`config.mk`:
```
export PLATFORM = sky130hd
export DESIGN_NAME = dac_port_dev_flat
export DESIGN_NICKNAME = d
export VERILOG_FILES = /design/src/include/dac_port_pkg.sv /design/src/include/dac_link_if.sv /design/src/rtl/dac_port_dev.sv /design/src/flat_wrapper.sv
export SDC_FILE = /design/constraint.sdc
export NUM_CORES = 1
export LEC_CHECK = 0
export ABC_AREA = 0
export BUFFER_PORTS_ARGS = -buffer_cell sky130_fd_sc_hd__clkbuf_2
export CELL_PAD_IN_SITES_DETAIL_PLACEMENT = 1
export CELL_PAD_IN_SITES_GLOBAL_PLACEMENT = 1
export CORE_UTILIZATION = 54
export DETAILED_ROUTE_END_ITERATION = 6
export PLACE_DENSITY = 0.94
export SLEW_MARGIN = 0
export SYNTH_ARGS = -nofsm -noshare
export SYNTH_HDL_FRONTEND = slang
export SYNTH_SLANG_ARGS = --single-unit
```
`constraint.sdc`:
```
create_clock -name clock_i -period 9.6 [get_ports clock_i]
set_clock_uncertainty 0.1 [all_clocks]
set_input_delay 0.48 -clock clock_i [delete_from_list [all_inputs] [get_ports clock_i]]
set_output_delay 0.48 -clock clock_i [all_outputs]
set_load 0.05 [all_outputs]
```
`src/include/dac_port_pkg.sv`:
```
package dac_port_pkg;
  // ----------------------------------------
  // Serial configuration command format
  // ----------------------------------------
  localparam int CMD_RW_BIT = 7;
  localparam logic [6:0] ADDR_LAST = 7'h1F;
  localparam logic [4:0] LOW5_LAST = 5'h1F;
  // ----------------------------------------
  // Configuration register addresses and bits
  // ----------------------------------------
  localparam logic [4:0] REG_CTRL = 5'h01;
  localparam logic [4:0] REG_CLKOUT = 5'h02;
  localparam logic [4:0] REG_PORTS = 5'h03;
  localparam logic [4:0] REG_SPARE_RST = 5'h08;
  localparam logic [4:0] REG_TEST_SEL = 5'h18;
  localparam logic [4:0] REG_TEST_VAL = 5'h19;
  localparam logic [7:0] RST_VAL = 8'h00;
  localparam logic [7:0] RST_VAL_08 = 8'h08;
  localparam int CTRL_SW_RST = 0;
  localparam int CTRL_FULL_PD = 1;
  localparam int CLKOUT_HALF = 0;
  localparam int CLKOUT_CUR7 = 1;
  localparam int CLKOUT_TERM = 2;
  localparam int PORTS_DUAL = 0;
  localparam logic [15:0] SIGN_FLIP = 16'h8000;
  // ----------------------------------------
  // Timing
  // ----------------------------------------
  localparam int CLK_MHZ = 200;
  localparam int SCK_MAX_MHZ = 50;
  localparam int SCK_HALF_MIN = (CLK_MHZ + 2 * SCK_MAX_MHZ - 1) / (2 * SCK_MAX_MHZ);
  // ----------------------------------------
  // Controller APB map
  // ----------------------------------------
  localparam logic [7:0] APB_CTRL = 8'h00;
  localparam logic [7:0] APB_SPI_CMD = 8'h04;
  localparam logic [7:0] APB_STATUS = 8'h08;
  localparam logic [7:0] APB_SPI_RD = 8'h0C;
  localparam logic [7:0] APB_FIFO = 8'h10;
  localparam int FIFO_DEPTH = 32;
endpackage

```
`src/include/dac_link_if.sv`:
```
`timescale 1ns/10ps
interface dac_link_if #(parameter int W = 16);
  logic cs_n;
  logic sck;
  logic sdi;
  logic sdo_out;
  logic sdo_oe;
  wire sdo;
  logic power_down_n;
  logic [W-1:0] port_a_data;
  logic [W-1:0] port_b_data;
  logic data_clock_in;
  logic data_clock_out;
  // Released serial output reads as low, standing in for a weak pull-down.
  assign sdo = sdo_oe ? sdo_out : 1'b0;
  modport dev (input cs_n, sck, sdi, power_down_n, port_a_data, port_b_data, data_clock_in,
               output sdo_out, sdo_oe, data_clock_out);
  modport host (output cs_n, sck, sdi, power_down_n, port_a_data, port_b_data, data_clock_in,
                input sdo, data_clock_out);
endinterface

```
`src/rtl/dac_port_dev.sv`:
```
`timescale 1ns/10ps
module dac_port_dev #(
  parameter int W = 16
) (
  input wire logic clock_i,
  input wire logic nrst_i,
  dac_link_if.dev link,
  output logic [W-1:0] analog_level_o,
  output logic analog_valid_o,
  output logic powered_o,
  output logic clkout_cur7_o,
  output logic clkout_term_o,
  output logic test_output_o
);
  // ----------------------------------------
  // Pin synchronisers
  // ----------------------------------------
  logic [5:0] s1_r;
  logic [5:0] s2_r;
  logic [W-1:0] a1_r, a2_r, b1_r, b2_r;
  logic sck_d_r, dck_d_r, cs_d_r;
  // Every pin passes two flops; data shares the data clock's delay so edges stay aligned.
  always_ff @(posedge clock_i or negedge nrst_i)
    if (!nrst_i)
    begin
      s1_r <= 6'h01;
      s2_r <= 6'h01;
      a1_r <= '0;
      a2_r <= '0;
      b1_r <= '0;
      b2_r <= '0;
    end
    else
    begin
      s1_r <= {link.power_down_n, link.data_clock_in, link.sdi, link.sck, 1'b0, link.cs_n};
      s2_r <= s1_r;
      a1_r <= link.port_a_data;
      a2_r <= a1_r;
      b1_r <= link.port_b_data;
      b2_r <= b1_r;
    end
  wire cs_n_s = s2_r[0];
  wire sck_s = s2_r[2];
  wire sdi_s = s2_r[3];
  wire dck_s = s2_r[4];
  wire pd_n_s = s2_r[5];
  wire sck_rise = sck_s & ~sck_d_r & ~cs_n_s;
  wire sck_fall = ~sck_s & sck_d_r & ~cs_n_s;
  wire cs_rise = cs_n_s & ~cs_d_r;
  wire cs_fall = ~cs_n_s & cs_d_r;
  wire dck_edge = dck_s ^ dck_d_r;
  // ----------------------------------------
  // Serial framing
  // ----------------------------------------
  logic [7:0] regs_r [32];
  logic [2:0] bit_r;
  logic [6:0] in_sh_r;
  logic cmd_done_r, rd_r;
  logic [6:0] addr_r;
  logic [7:0] out_sh_r;
  logic sdo_r;
  wire [7:0] in_byte = {in_sh_r, sdi_s};
  wire byte_end = sck_rise & (bit_r == 3'h7);
  wire addr_ok = (addr_r[6:5] == 2'b00);
  localparam logic [4:0] LOW5_LAST_W = dac_port_pkg::LOW5_LAST;
  localparam int CMD_RW = dac_port_pkg::CMD_RW_BIT;
  wire [6:0] addr_nxt = (addr_r[4:0] == LOW5_LAST_W) ? addr_r : addr_r + 7'h01;
  wire [6:0] cmd_addr = in_byte[6:0];
  wire cmd_addr_ok = (cmd_addr[6:5] == 2'b00);
  wire [7:0] cmd_rd_val = cmd_addr_ok ? regs_r[cmd_addr[4:0]] : 8'h00;
  wire [7:0] nxt_rd_val = (addr_nxt[6:5] == 2'b00) ? regs_r[addr_nxt[4:0]] : 8'h00;
  wire wr_now = byte_end & cmd_done_r & ~rd_r & addr_ok;
  wire sw_rst = cs_rise & regs_r[dac_port_pkg::REG_CTRL][dac_port_pkg::CTRL_SW_RST];
  // Bit counter and command decode; a fresh chip select drops any partial byte.
  always_ff @(posedge clock_i or negedge nrst_i)
    if (!nrst_i)
    begin
      bit_r <= 3'h0;
      in_sh_r <= 7'h00;
      cmd_done_r <= 1'b0;
      rd_r <= 1'b0;
      addr_r <= 7'h00;
      sck_d_r <= 1'b0;
      cs_d_r <= 1'b1;
      dck_d_r <= 1'b0;
    end
    else
    begin
      sck_d_r <= sck_s;
      cs_d_r <= cs_n_s;
      dck_d_r <= dck_s;
      if (cs_fall || cs_n_s)
      begin
        bit_r <= 3'h0;
        cmd_done_r <= 1'b0;
      end
      else if (sck_rise)
      begin
        bit_r <= bit_r + 3'h1;
        in_sh_r <= in_byte[6:0];
        if (byte_end && !cmd_done_r)
        begin
          cmd_done_r <= 1'b1;
          rd_r <= in_byte[CMD_RW];
          addr_r <= cmd_addr;
        end
        else if (byte_end)
          addr_r <= addr_nxt;
      end
    end
  // Serial output: loaded on the byte's last rising edge, driven out on falling edges.
  always_ff @(posedge clock_i or negedge nrst_i)
    if (!nrst_i)
    begin
      out_sh_r <= 8'h00;
      sdo_r <= 1'b0;
    end
    else if (cs_n_s)
    begin
      out_sh_r <= 8'h00;
      sdo_r <= 1'b0;
    end
    else
    begin
      if (byte_end && !cmd_done_r)
        out_sh_r <= in_byte[CMD_RW] ? cmd_rd_val : 8'h00;
      else if (byte_end)
        out_sh_r <= rd_r ? nxt_rd_val : 8'h00;
      else if (sck_fall)
      begin
        sdo_r <= cmd_done_r & rd_r & out_sh_r[7];
        out_sh_r <= {out_sh_r[6:0], 1'b0};
      end
    end
  assign link.sdo_out = sdo_r;
  assign link.sdo_oe = ~cs_n_s;
  // ----------------------------------------
  // Configuration registers
  // ----------------------------------------
  // One generate iteration per register; software reset acts when chip select returns high.
  genvar gi;
  generate
    for (gi = 0; gi < 32; gi++)
    begin : g_reg
      localparam logic [7:0] RV = (gi == 32'(dac_port_pkg::REG_SPARE_RST)) ?
        dac_port_pkg::RST_VAL_08 : dac_port_pkg::RST_VAL;
      always_ff @(posedge clock_i or negedge nrst_i)
        if (!nrst_i)
          regs_r[gi] <= RV;
        else if (sw_rst)
          regs_r[gi] <= RV;
        else if (cs_rise && gi == 32'(dac_port_pkg::REG_CTRL))
          regs_r[gi] <= regs_r[gi] & ~8'h01;
        else if (wr_now && addr_r[4:0] == 5'(gi))
          regs_r[gi] <= in_byte;
    end
  endgenerate
  wire [7:0] ctrl = regs_r[dac_port_pkg::REG_CTRL];
  wire [7:0] clko = regs_r[dac_port_pkg::REG_CLKOUT];
  wire dual = regs_r[dac_port_pkg::REG_PORTS][dac_port_pkg::PORTS_DUAL];
  wire powered = pd_n_s & ~ctrl[dac_port_pkg::CTRL_FULL_PD];
  // ----------------------------------------
  // Sample path
  // ----------------------------------------
  logic [W-1:0] code_r, b_hold_r, level_r;
  logic b_pend_r, valid_r, valid_out_r;
  // In dual mode each data clock edge carries one sample per port; the B half waits one sample clock.
  always_ff @(posedge clock_i or negedge nrst_i)
    if (!nrst_i)
    begin
      code_r <= '0;
      b_hold_r <= '0;
      b_pend_r <= 1'b0;
      valid_r <= 1'b0;
    end
    else
    begin
      b_pend_r <= 1'b0;
      valid_r <= 1'b0;
      if (!powered)
        code_r <= '0;
      else if (b_pend_r)
      begin
        code_r <= b_hold_r;
        valid_r <= 1'b1;
      end
      else if (dck_edge && dual)
      begin
        code_r <= a2_r;
        b_hold_r <= b2_r;
        b_pend_r <= 1'b1;
        valid_r <= 1'b1;
      end
      else if (dck_edge)
      begin
        code_r <= b2_r;
        valid_r <= 1'b1;
      end
    end
  // Two's complement to offset level: zero lands at mid-scale.
  // Valid takes the same extra stage, so a user never pairs the pulse with a stale level.
  always_ff @(posedge clock_i or negedge nrst_i)
    if (!nrst_i)
    begin
      level_r <= W'(dac_port_pkg::SIGN_FLIP);
      valid_out_r <= 1'b0;
    end
    else
    begin
      level_r <= code_r ^ W'(dac_port_pkg::SIGN_FLIP);
      valid_out_r <= valid_r;
    end
  assign analog_level_o = level_r;
  assign analog_valid_o = valid_out_r;
  assign powered_o = powered;
  // ----------------------------------------
  // Divided clock out and test output
  // ----------------------------------------
  logic [1:0] div_r;
  logic test_r;
  always_ff @(posedge clock_i or negedge nrst_i)
    if (!nrst_i)
      div_r <= 2'h0;
    else
      div_r <= powered ? div_r + 2'h1 : 2'h0;
  assign link.data_clock_out = clko[dac_port_pkg::CLKOUT_HALF] ? div_r[0] : div_r[1];
  assign clkout_cur7_o = clko[dac_port_pkg::CLKOUT_CUR7];
  assign clkout_term_o = clko[dac_port_pkg::CLKOUT_TERM];
  wire [7:0] tsel = regs_r[dac_port_pkg::REG_TEST_SEL];
  wire [3:0] tsrc = {regs_r[dac_port_pkg::REG_TEST_VAL][0], valid_r, link.data_clock_out, 1'b0};
  // Registered so the pin never glitches when the selection changes.
  always_ff @(posedge clock_i or negedge nrst_i)
    if (!nrst_i)
      test_r <= 1'b0;
    else
      test_r <= tsrc[tsel[1:0]];
  assign test_output_o = test_r;
endmodule // dac_port_dev

```
`src/flat_wrapper.sv`:
```
// flat-port wrapper written by rule: the top's interface ports become plain ports
module dac_port_dev_flat 
#(
  parameter int W = 16
)
  (clock_i, nrst_i, analog_level_o, analog_valid_o, powered_o, clkout_cur7_o, clkout_term_o, test_output_o, link_cs_n, link_sck, link_sdi, link_power_down_n, link_port_a_data, link_port_b_data, link_data_clock_in, link_sdo_out, link_sdo_oe, link_data_clock_out);
  dac_link_if #(.W(W)) link_i ();
  input wire logic clock_i;
  input wire logic nrst_i;
  output logic [W-1:0] analog_level_o;
  output logic analog_valid_o;
  output logic powered_o;
  output logic clkout_cur7_o;
  output logic clkout_term_o;
  output logic test_output_o;
  input wire logic [$bits(link_i.cs_n)-1:0] link_cs_n;
  input wire logic [$bits(link_i.sck)-1:0] link_sck;
  input wire logic [$bits(link_i.sdi)-1:0] link_sdi;
  input wire logic [$bits(link_i.power_down_n)-1:0] link_power_down_n;
  input wire logic [$bits(link_i.port_a_data)-1:0] link_port_a_data;
  input wire logic [$bits(link_i.port_b_data)-1:0] link_port_b_data;
  input wire logic [$bits(link_i.data_clock_in)-1:0] link_data_clock_in;
  output wire logic [$bits(link_i.sdo_out)-1:0] link_sdo_out;
  output wire logic [$bits(link_i.sdo_oe)-1:0] link_sdo_oe;
  output wire logic [$bits(link_i.data_clock_out)-1:0] link_data_clock_out;
  assign link_i.cs_n = link_cs_n;
  assign link_i.sck = link_sck;
  assign link_i.sdi = link_sdi;
  assign link_i.power_down_n = link_power_down_n;
  assign link_i.port_a_data = link_port_a_data;
  assign link_i.port_b_data = link_port_b_data;
  assign link_i.data_clock_in = link_data_clock_in;
  assign link_sdo_out = link_i.sdo_out;
  assign link_sdo_oe = link_i.sdo_oe;
  assign link_data_clock_out = link_i.data_clock_out;
  dac_port_dev #(.W(W)) u_core (.clock_i(clock_i), .nrst_i(nrst_i), .link(link_i), .analog_level_o(analog_level_o), .analog_valid_o(analog_valid_o), .powered_o(powered_o), .clkout_cur7_o(clkout_cur7_o), .clkout_term_o(clkout_term_o), .test_output_o(test_output_o));
endmodule
```
==> impl_metrics.tcl, run 1 <==
set metrics [dict create \
    cts.sinks 415 \
    initial_utilization_pct 55.1 \
    hold_depth 0 \
    synth_seq_cells 415 \
    r2r_slack_ns 4.78 \
    fin_nets 2224 \
    synth_ff_type "dfrtp_1" \
    synth_cell_type_count 65 \
    cellLeakagePower_nw 9.78 \
    grt_pass1_vias 20300 \
    period_needed_ns 4.82 \
    reg2regPathDepth 9 \
    synthToLayoutAreaGrowth_pct 11.0 \
    remaining_drc_errors 0 \
    wire_per_inst_um 30.4 \
    rsz0062_at_grt "false" \
    grt_start_max_net_pins 175 \
    cp_slowest_cell "mux2i_4" \
    num_rows 72 \
    p_clk_share_pct 46.5 \
    clock.fmax_ghz 0.207 \
    seqPwrFrac_pct 46.5 \
    cts_inserted_buffers 45 \
    cts_resized 0 \
    power.internal_mw 2.91 \
    max_slew_margin_pct 12.7 \
    worst_slew_pin_slew_ns 1.30 \
    path_class "register to register" \
    min_to "u_core.a2_r[12]$_DFF_PN0_" \
    syn-cell-area_um2 21400 \
    dieArea_um2 40400 \
    postLayoutCoreUtil_pct 61.2 \
    ys_seq_area_share_pct 48.6 \
    cts_tree "built" \
    synthArstFlopShare_pct 100 \
    place_ws_ns 5.03 \
    clock-root-buffer "clkbuf_16" \
    clk_latency_ns 0.62 \
    multi_input_area_um2 10100 \
    die_y_um 201 \
    synth_nets 2239 \
    switching_share_pct 26.8 \
    arrival_ns 5.23 \
    post-cts-setup-buffers 0 \
    synth_area_per_cell_um2 9.75 \
    top_usage_layer "met2" \
    cts_buffer_depth 3 \
    worstPathMaxFanout 43 \
    drt_wl_total_um 83000 \
    drive_gt1_share_pct 13.8 \
    fillers 4189 \
    setup_viol 0 \
    via_count 19300 \
    grt_usage_pct 41.6 \
    use_met2_pct 66.2 \
    gr-total-overflow 0 \
    dr.pass1.iters 6 \
    r2r-start "u_core.addr_r[1]$_DFFE_PN0P_" \
    power.switching_mw 1.06 \
    status "finished clean" \
    avgViaCountPerCell 7.06 \
    hold_viol 0 \
    worstPathCellList "buf_4, ha_1, and4_4, mux2i_4, nor2_1, a32oi_1, a21o_1, o2111ai_1, a221oi_2" \
    min_from "u_core.a1_r[12]$_DFF_PN0_" \
    io_pins 63 \
    synth-edff-count 0 \
    die_x_um 201 \
    finalMaxSlewViolations 0 \
    power_frac_comb_pct 6.9 \
    setup_slack_ns 4.78 \
    antenna_found_initial 2 \
    crit_path_end_kind "register" \
    gp_congestion 1.01 \
    r2r-end "u_core.out_sh_r[1]$_DFFE_PN0P_" \
    fin_tns_setup_ns 0 \
    seq_area_um2 10400 \
    dp_hpwl_um 51900 \
    power_density_nw_per_um2 168 \
    hold_path.class "register to register" \
    antenna_left 0 \
    syn_inst 2194 \
    fin_crit_sh_pct 50.2 \
    worstSetupStartpointType "register" \
    drt_iter0_drc 2382 \
    use_met3_pct 8.34 \
    use_met1_pct 53.1 \
    grt_pass1_wl_um 127000 \
    ir_drop_mv 0.278 \
    portBuffers 62 \
    core_region_area_um2 38800 \
    ys.warnings.count 0 \
    path_clk_slew_ns 0.07 \
    htree_num_levels 2 \
    cap_violations 0 \
    crit_required_ns 10.01 \
    slowest_delay_ns 0.90 \
]
[per-layer routing]
metal	up-vias	wire length [µm]
li1	7803	-
met1	9773	29800
met2	1352	39200
met3	366	8670
met4	2	5280
met5	-	11
[state kept, by name (all words and copies together) (netlist names), 16 cells and up]
| signal | cells |
|---|---|
| u_core.regs_r | 231 |
| u_core.a1_r | 16 |
| u_core.a2_r | 16 |
| u_core.analog_level_o | 16 |
| u_core.b1_r | 16 |
| u_core.b2_r | 16 |
| u_core.b_hold_r | 16 |
| u_core.code_r | 16 |
[cells in the mapped netlist (9+ instances only)]
master | number | area [µm²]
buf_2 | 31 | 155
nand2b_1 | 10 | 62.6
nand2_1 | 445 | 1670
mux2_2 | 12 | 135
a211oi_1 | 18 | 135
mux2i_1 | 122 | 1220
nand3_1 | 267 | 1340
clkbuf_1 | 139 | 522
a31oi_1 | 11 | 68.8
buf_1 | 10 | 37.5
buf_4 | 9 | 67.6
o21ai_0 | 61 | 305
mux4_2 | 89 | 2000
inv_1 | 20 | 75.1
and2_1 | 12 | 75.1
nor2_1 | 66 | 248
a22oi_1 | 12 | 90.1
a32oi_1 | 12 | 105
a21oi_1 | 277 | 1390
dfrtp_1 | 410 | 10300
nor2b_1 | 12 | 75.1
a22o_1 | 18 | 158
nor3_1 | 14 | 70.1
[worst max-delay path by stage]
stage                                 startpoint                        endpoint
global placement    u_core.addr_r[0]$_DFFE_PN0P_  u_core.out_sh_r[7]$_DFFE_PN0P_
global route        u_core.addr_r[0]$_DFFE_PN0P_  u_core.out_sh_r[2]$_DFFE_PN0P_
finish              u_core.addr_r[1]$_DFFE_PN0P_  u_core.out_sh_r[1]$_DFFE_PN0P_
floorplan           u_core.addr_r[0]$_DFFE_PN0P_  u_core.out_sh_r[0]$_DFFE_PN0P_
detailed placement  u_core.addr_r[0]$_DFFE_PN0P_  u_core.out_sh_r[2]$_DFFE_PN0P_
CTS                 u_core.addr_r[1]$_DFFE_PN0P_  u_core.out_sh_r[4]$_DFFE_PN0P_
[cell usage in the layout (no fill, tap or decap), types with 13 or more instances in the layout]
cell           Yosys  routed
nand3_1          267     267
nor3_1            14      13
nor2_1            66      61
nand2_1          445     445
dfrtp_1          410     403
a211oi_1          18      18
clkbuf_16          0      45
clkbuf_2           0      61
mux2i_1          122     121
a22o_1            18      18
o21ai_0           61      61
buf_4              9      31
a21oi_1          277     277
dlygate4sd3_1      0      38
mux4_2            89      89
inv_1             20      20
[cell type report]
cell class	count	area share, %
Antenna cell	1	0.0105
Clock buffer	55	5.03
Clock inverter	26	1.41
Inverter	21	0.332
Multi-Input combinational cell	1564	42.7
Sequential cell	415	43.8
Tap cell	518	2.73
Timing Repair Buffer	132	4.01
[worst max-delay path: cells and delay by family, from the launching register on]
kind                     cells  cell delay [ns]
adder cells (fa/ha/maj)      1             0.65
flip-flops                   1             0.34
AND/OR/NAND/NOR              2             1.17
multiplexers                 1             0.90
AO/OA/AOI/OAI                4             0.95
buffers and inverters        1             0.59
[repair_timing]
action                     4_1_cts  5_1_grt
hold endpoints to repair       125        0
hold buffers                    38        0
setup endpoints to repair        0        0
[cell families (layout without fill, tap and decap cells)]
kind of cell               Yosys count  after routing  synth area share, %
xor gates and xnor gates             8              8                0.450
muxes                              224            224                 15.8
and+or+nand+nor                    850            850                 17.4
buffers and inverters              215            234                 4.29
other                                0              1                    0
adders and majority gates            6              6                0.351
AOI/OAI and AO/OA                  476            476                 13.2
DFF                                415            415                 48.6
[metrics by stage]
step / cell area, µm² / power [mW] / std cells / hold WS [ns]
floorplan: 21400 / 1.99 / 2194 / 0.0844
global placement: 21800 / 2.12 / 2612 / 0.231
detailed placement: 21800 / 2.13 / 2612 / 0.236
CTS: 23700 / 3.96 / 2731 / 0.245
global route: 23700 / 4.06 / 2731 / 0.254
finish: 23700 / 3.98 / 2732 / 0.250
[power by group through the flow]
stage               logic [mW]  registers (mW)  clock network, mW
global route             0.288            1.85               1.92
global placement         0.249            1.87                  0
detailed placement       0.255            1.88                  0
CTS                      0.269            1.85               1.84
floorplan                0.146            1.84                  0
finish                   0.276            1.85               1.85
Power figures use the tool's default switching activity.
==> run 2, diff against run 1 <==
Settings changed: CORE_UTILIZATION 54 to 45, PLACE_DENSITY 0.94 to 0.85.
Clock period 9.6 ns to 4.2 ns, I/O delays scaled along.
==> run 2 against run 1 <==
Compared with the run above:
- the run now ends with design-rule violations left
- non-clock buffer count rose by 35
- via count fell by 1.8%
- largest cell class unchanged
- sequential power rose by 130%
- die area rose by 20%
==> impl_metrics.tcl, run 2 (synthesis results as in run 1) <==
set metrics [dict create \
    status "complete, but fails checks" \
    violations "design-rule violations" \
    cts.sinks 415 \
    worst_path_most_repeated_cell "buf_4" \
    antenna_cells 0 \
    io_pins 63 \
    dp_hpwl_um 52000 \
    period_needed_ns 3.68 \
    setup_viol 0 \
    rsz0062_at_grt "false" \
    dr.pass1.iters 7 \
    fin_tns_setup_ns 0 \
    multi_input_area_um2 10100 \
    cts_buffer_depth 3 \
    avgViaCountPerCell 6.63 \
    arrival_ns 4.09 \
    crit_required_ns 4.61 \
    seq_area_um2 10400 \
    portBuffers 62 \
    core_region_area_um2 46800 \
    power_density_nw_per_um2 379 \
    r2r_slack_ns 0.52 \
    wire_per_inst_um 28.0 \
    clk_latency_ns 0.60 \
    worstPathCellList "buf_4, nand2_1, nor4b_1, buf_4, xnor2_1, and3b_1, o41ai_1, o31a_1, o21ai_1" \
    cp-startpoint "u_core.addr_r[0]$_DFFE_PN0P_" \
    reg2regPathDepth 9 \
    grt_pass1_wl_um 122000 \
    fin_nets 2260 \
    cap_violations 0 \
    gr-total-overflow 0 \
    drt_iter0_drc 1835 \
    layout_commonest_cell "nand2_1" \
    via_count 18900 \
    cellLeakagePower_nw 10.0 \
    endpoint "u_core.out_sh_r[2]$_DFFE_PN0P_" \
    hold_path.class "input pin to register" \
    r2r-start "u_core.addr_r[0]$_DFFE_PN0P_" \
    drt_wl_total_um 80100 \
    grt_pass1_vias 19700 \
    fillers 5109 \
    worstPathMaxFanout 45 \
    slowest_delay_ns 0.65 \
    htree_num_levels 2 \
    gp_congestion 1.03 \
    clock-root-buffer "clkbuf_16" \
    die_x_um 220 \
    num_rows 79 \
    regMostFlops "u_core.regs_r" \
    initial_utilization_pct 45.8 \
    grt_start_max_net_pins 159 \
    dieArea_um2 48400 \
    finalMaxSlewViolations 0 \
    ir_drop_mv 0.424 \
    finalPower_mw 9.20 \
    path_class "register to register" \
    antenna_found_initial 1 \
    path_clk_slew_ns 0.07 \
    antenna_left 0 \
    drive_gt1_share_pct 15.3 \
    clock.fmax_ghz 0.272 \
    crit_path_end_kind "register" \
    hold_viol 0 \
    mostFrequentLayoutCells "nand2_1, dfrtp_1, a21oi_1" \
    synthToLayoutAreaGrowth_pct 13.6 \
    cp_slowest_cell "nor4b_1" \
    cts_inserted_buffers 46 \
    cts_resized 0 \
    max_slew_margin_pct 16.7 \
    fin_crit_sh_pct 87.5 \
    worstSetupStartpointType "register" \
    remaining_drc_errors 1 \
    die_y_um 220 \
    largest_reg_flops 231 \
    worst_slew_pin_slew_ns 1.24 \
    grt_usage_pct 33.7 \
    cts_tree "built" \
    r2r-end "u_core.out_sh_r[2]$_DFFE_PN0P_" \
]
## run 2: cell type report
type	count	share of cell area, %
multi-input cells	1564	41.7
well taps	607	3.12
clock inverters	27	1.36
clock buffers	57	5.15
inverters	21	0.324
flip-flops and latches	415	42.8
repair buffers	167	5.57
## run 2: report_power, final
group / internal (mW) / switching [mW] / leakage (nW)
sequential: 4.08 / 0.133 / 5.57
clock: 2.47 / 1.84 / 0.782
combinational: 0.184 / 0.503 / 3.68
total: 6.73 / 2.47 / 10.0
## run 2: worst min path at each step
stage                                          to                  from  cells after the start
floorplan                u_core.a1_r[0]$_DFF_PN0_                nrst_i                      0
detailed placement  u_core.regs_r[51]$_DFFE_PN0P_                nrst_i                      1
finish                  u_core.a1_r[14]$_DFF_PN0_  link_port_a_data[14]                      2
CTS                      u_core.a1_r[8]$_DFF_PN0_   link_port_a_data[8]                      2
global route            u_core.b1_r[11]$_DFF_PN0_  link_port_b_data[11]                      2
global placement         u_core.s1_r[0]$_DFF_PN1_             link_cs_n                      1
## run 2: through the flow
stage / instances / util, % / hold WS, ns / setup slack (ns) / area (µm²)
after floorplan: 2194 / - / -0.186 / 0.990 / 21400
after global placement: 2736 / 47.8 / 0.204 / 0.731 / 22300
after detailed placement: 2736 / 47.8 / 0.205 / 0.684 / 22300
after CTS: 2858 / 52.0 / 0.122 / 0.638 / 24300
after global routing: 2858 / 52.0 / 0.143 / 0.367 / 24300
final: 2858 / 52.0 / 0.154 / 0.523 / 24300
## run 2: critical path: cells and delay by family, from the launching register on
kind	cells	cell delay [ns]
simple gates	3	1.47
buf+inv	2	0.84
compound gates	3	0.66
flops	1	0.37
xor+xnor	1	0.14
## run 2: repair_timing
item | in CTS | in global routing
setup buffers | 0 | 0
endpoints found under the hold margin | 133 | 0
hold buffers | 38 | 0
## run 2: layer usage
metal | up-vias | global-route usage (%) | part of all wire [%]
met5 | - | 0 | 0.010
met4 | 2 | 18.7 | 5.8
met3 | 277 | 5.88 | 8.3
met2 | 959 | 54.0 | 48
met1 | 9827 | 43.3 | 38
li1 | 7875 | - | -
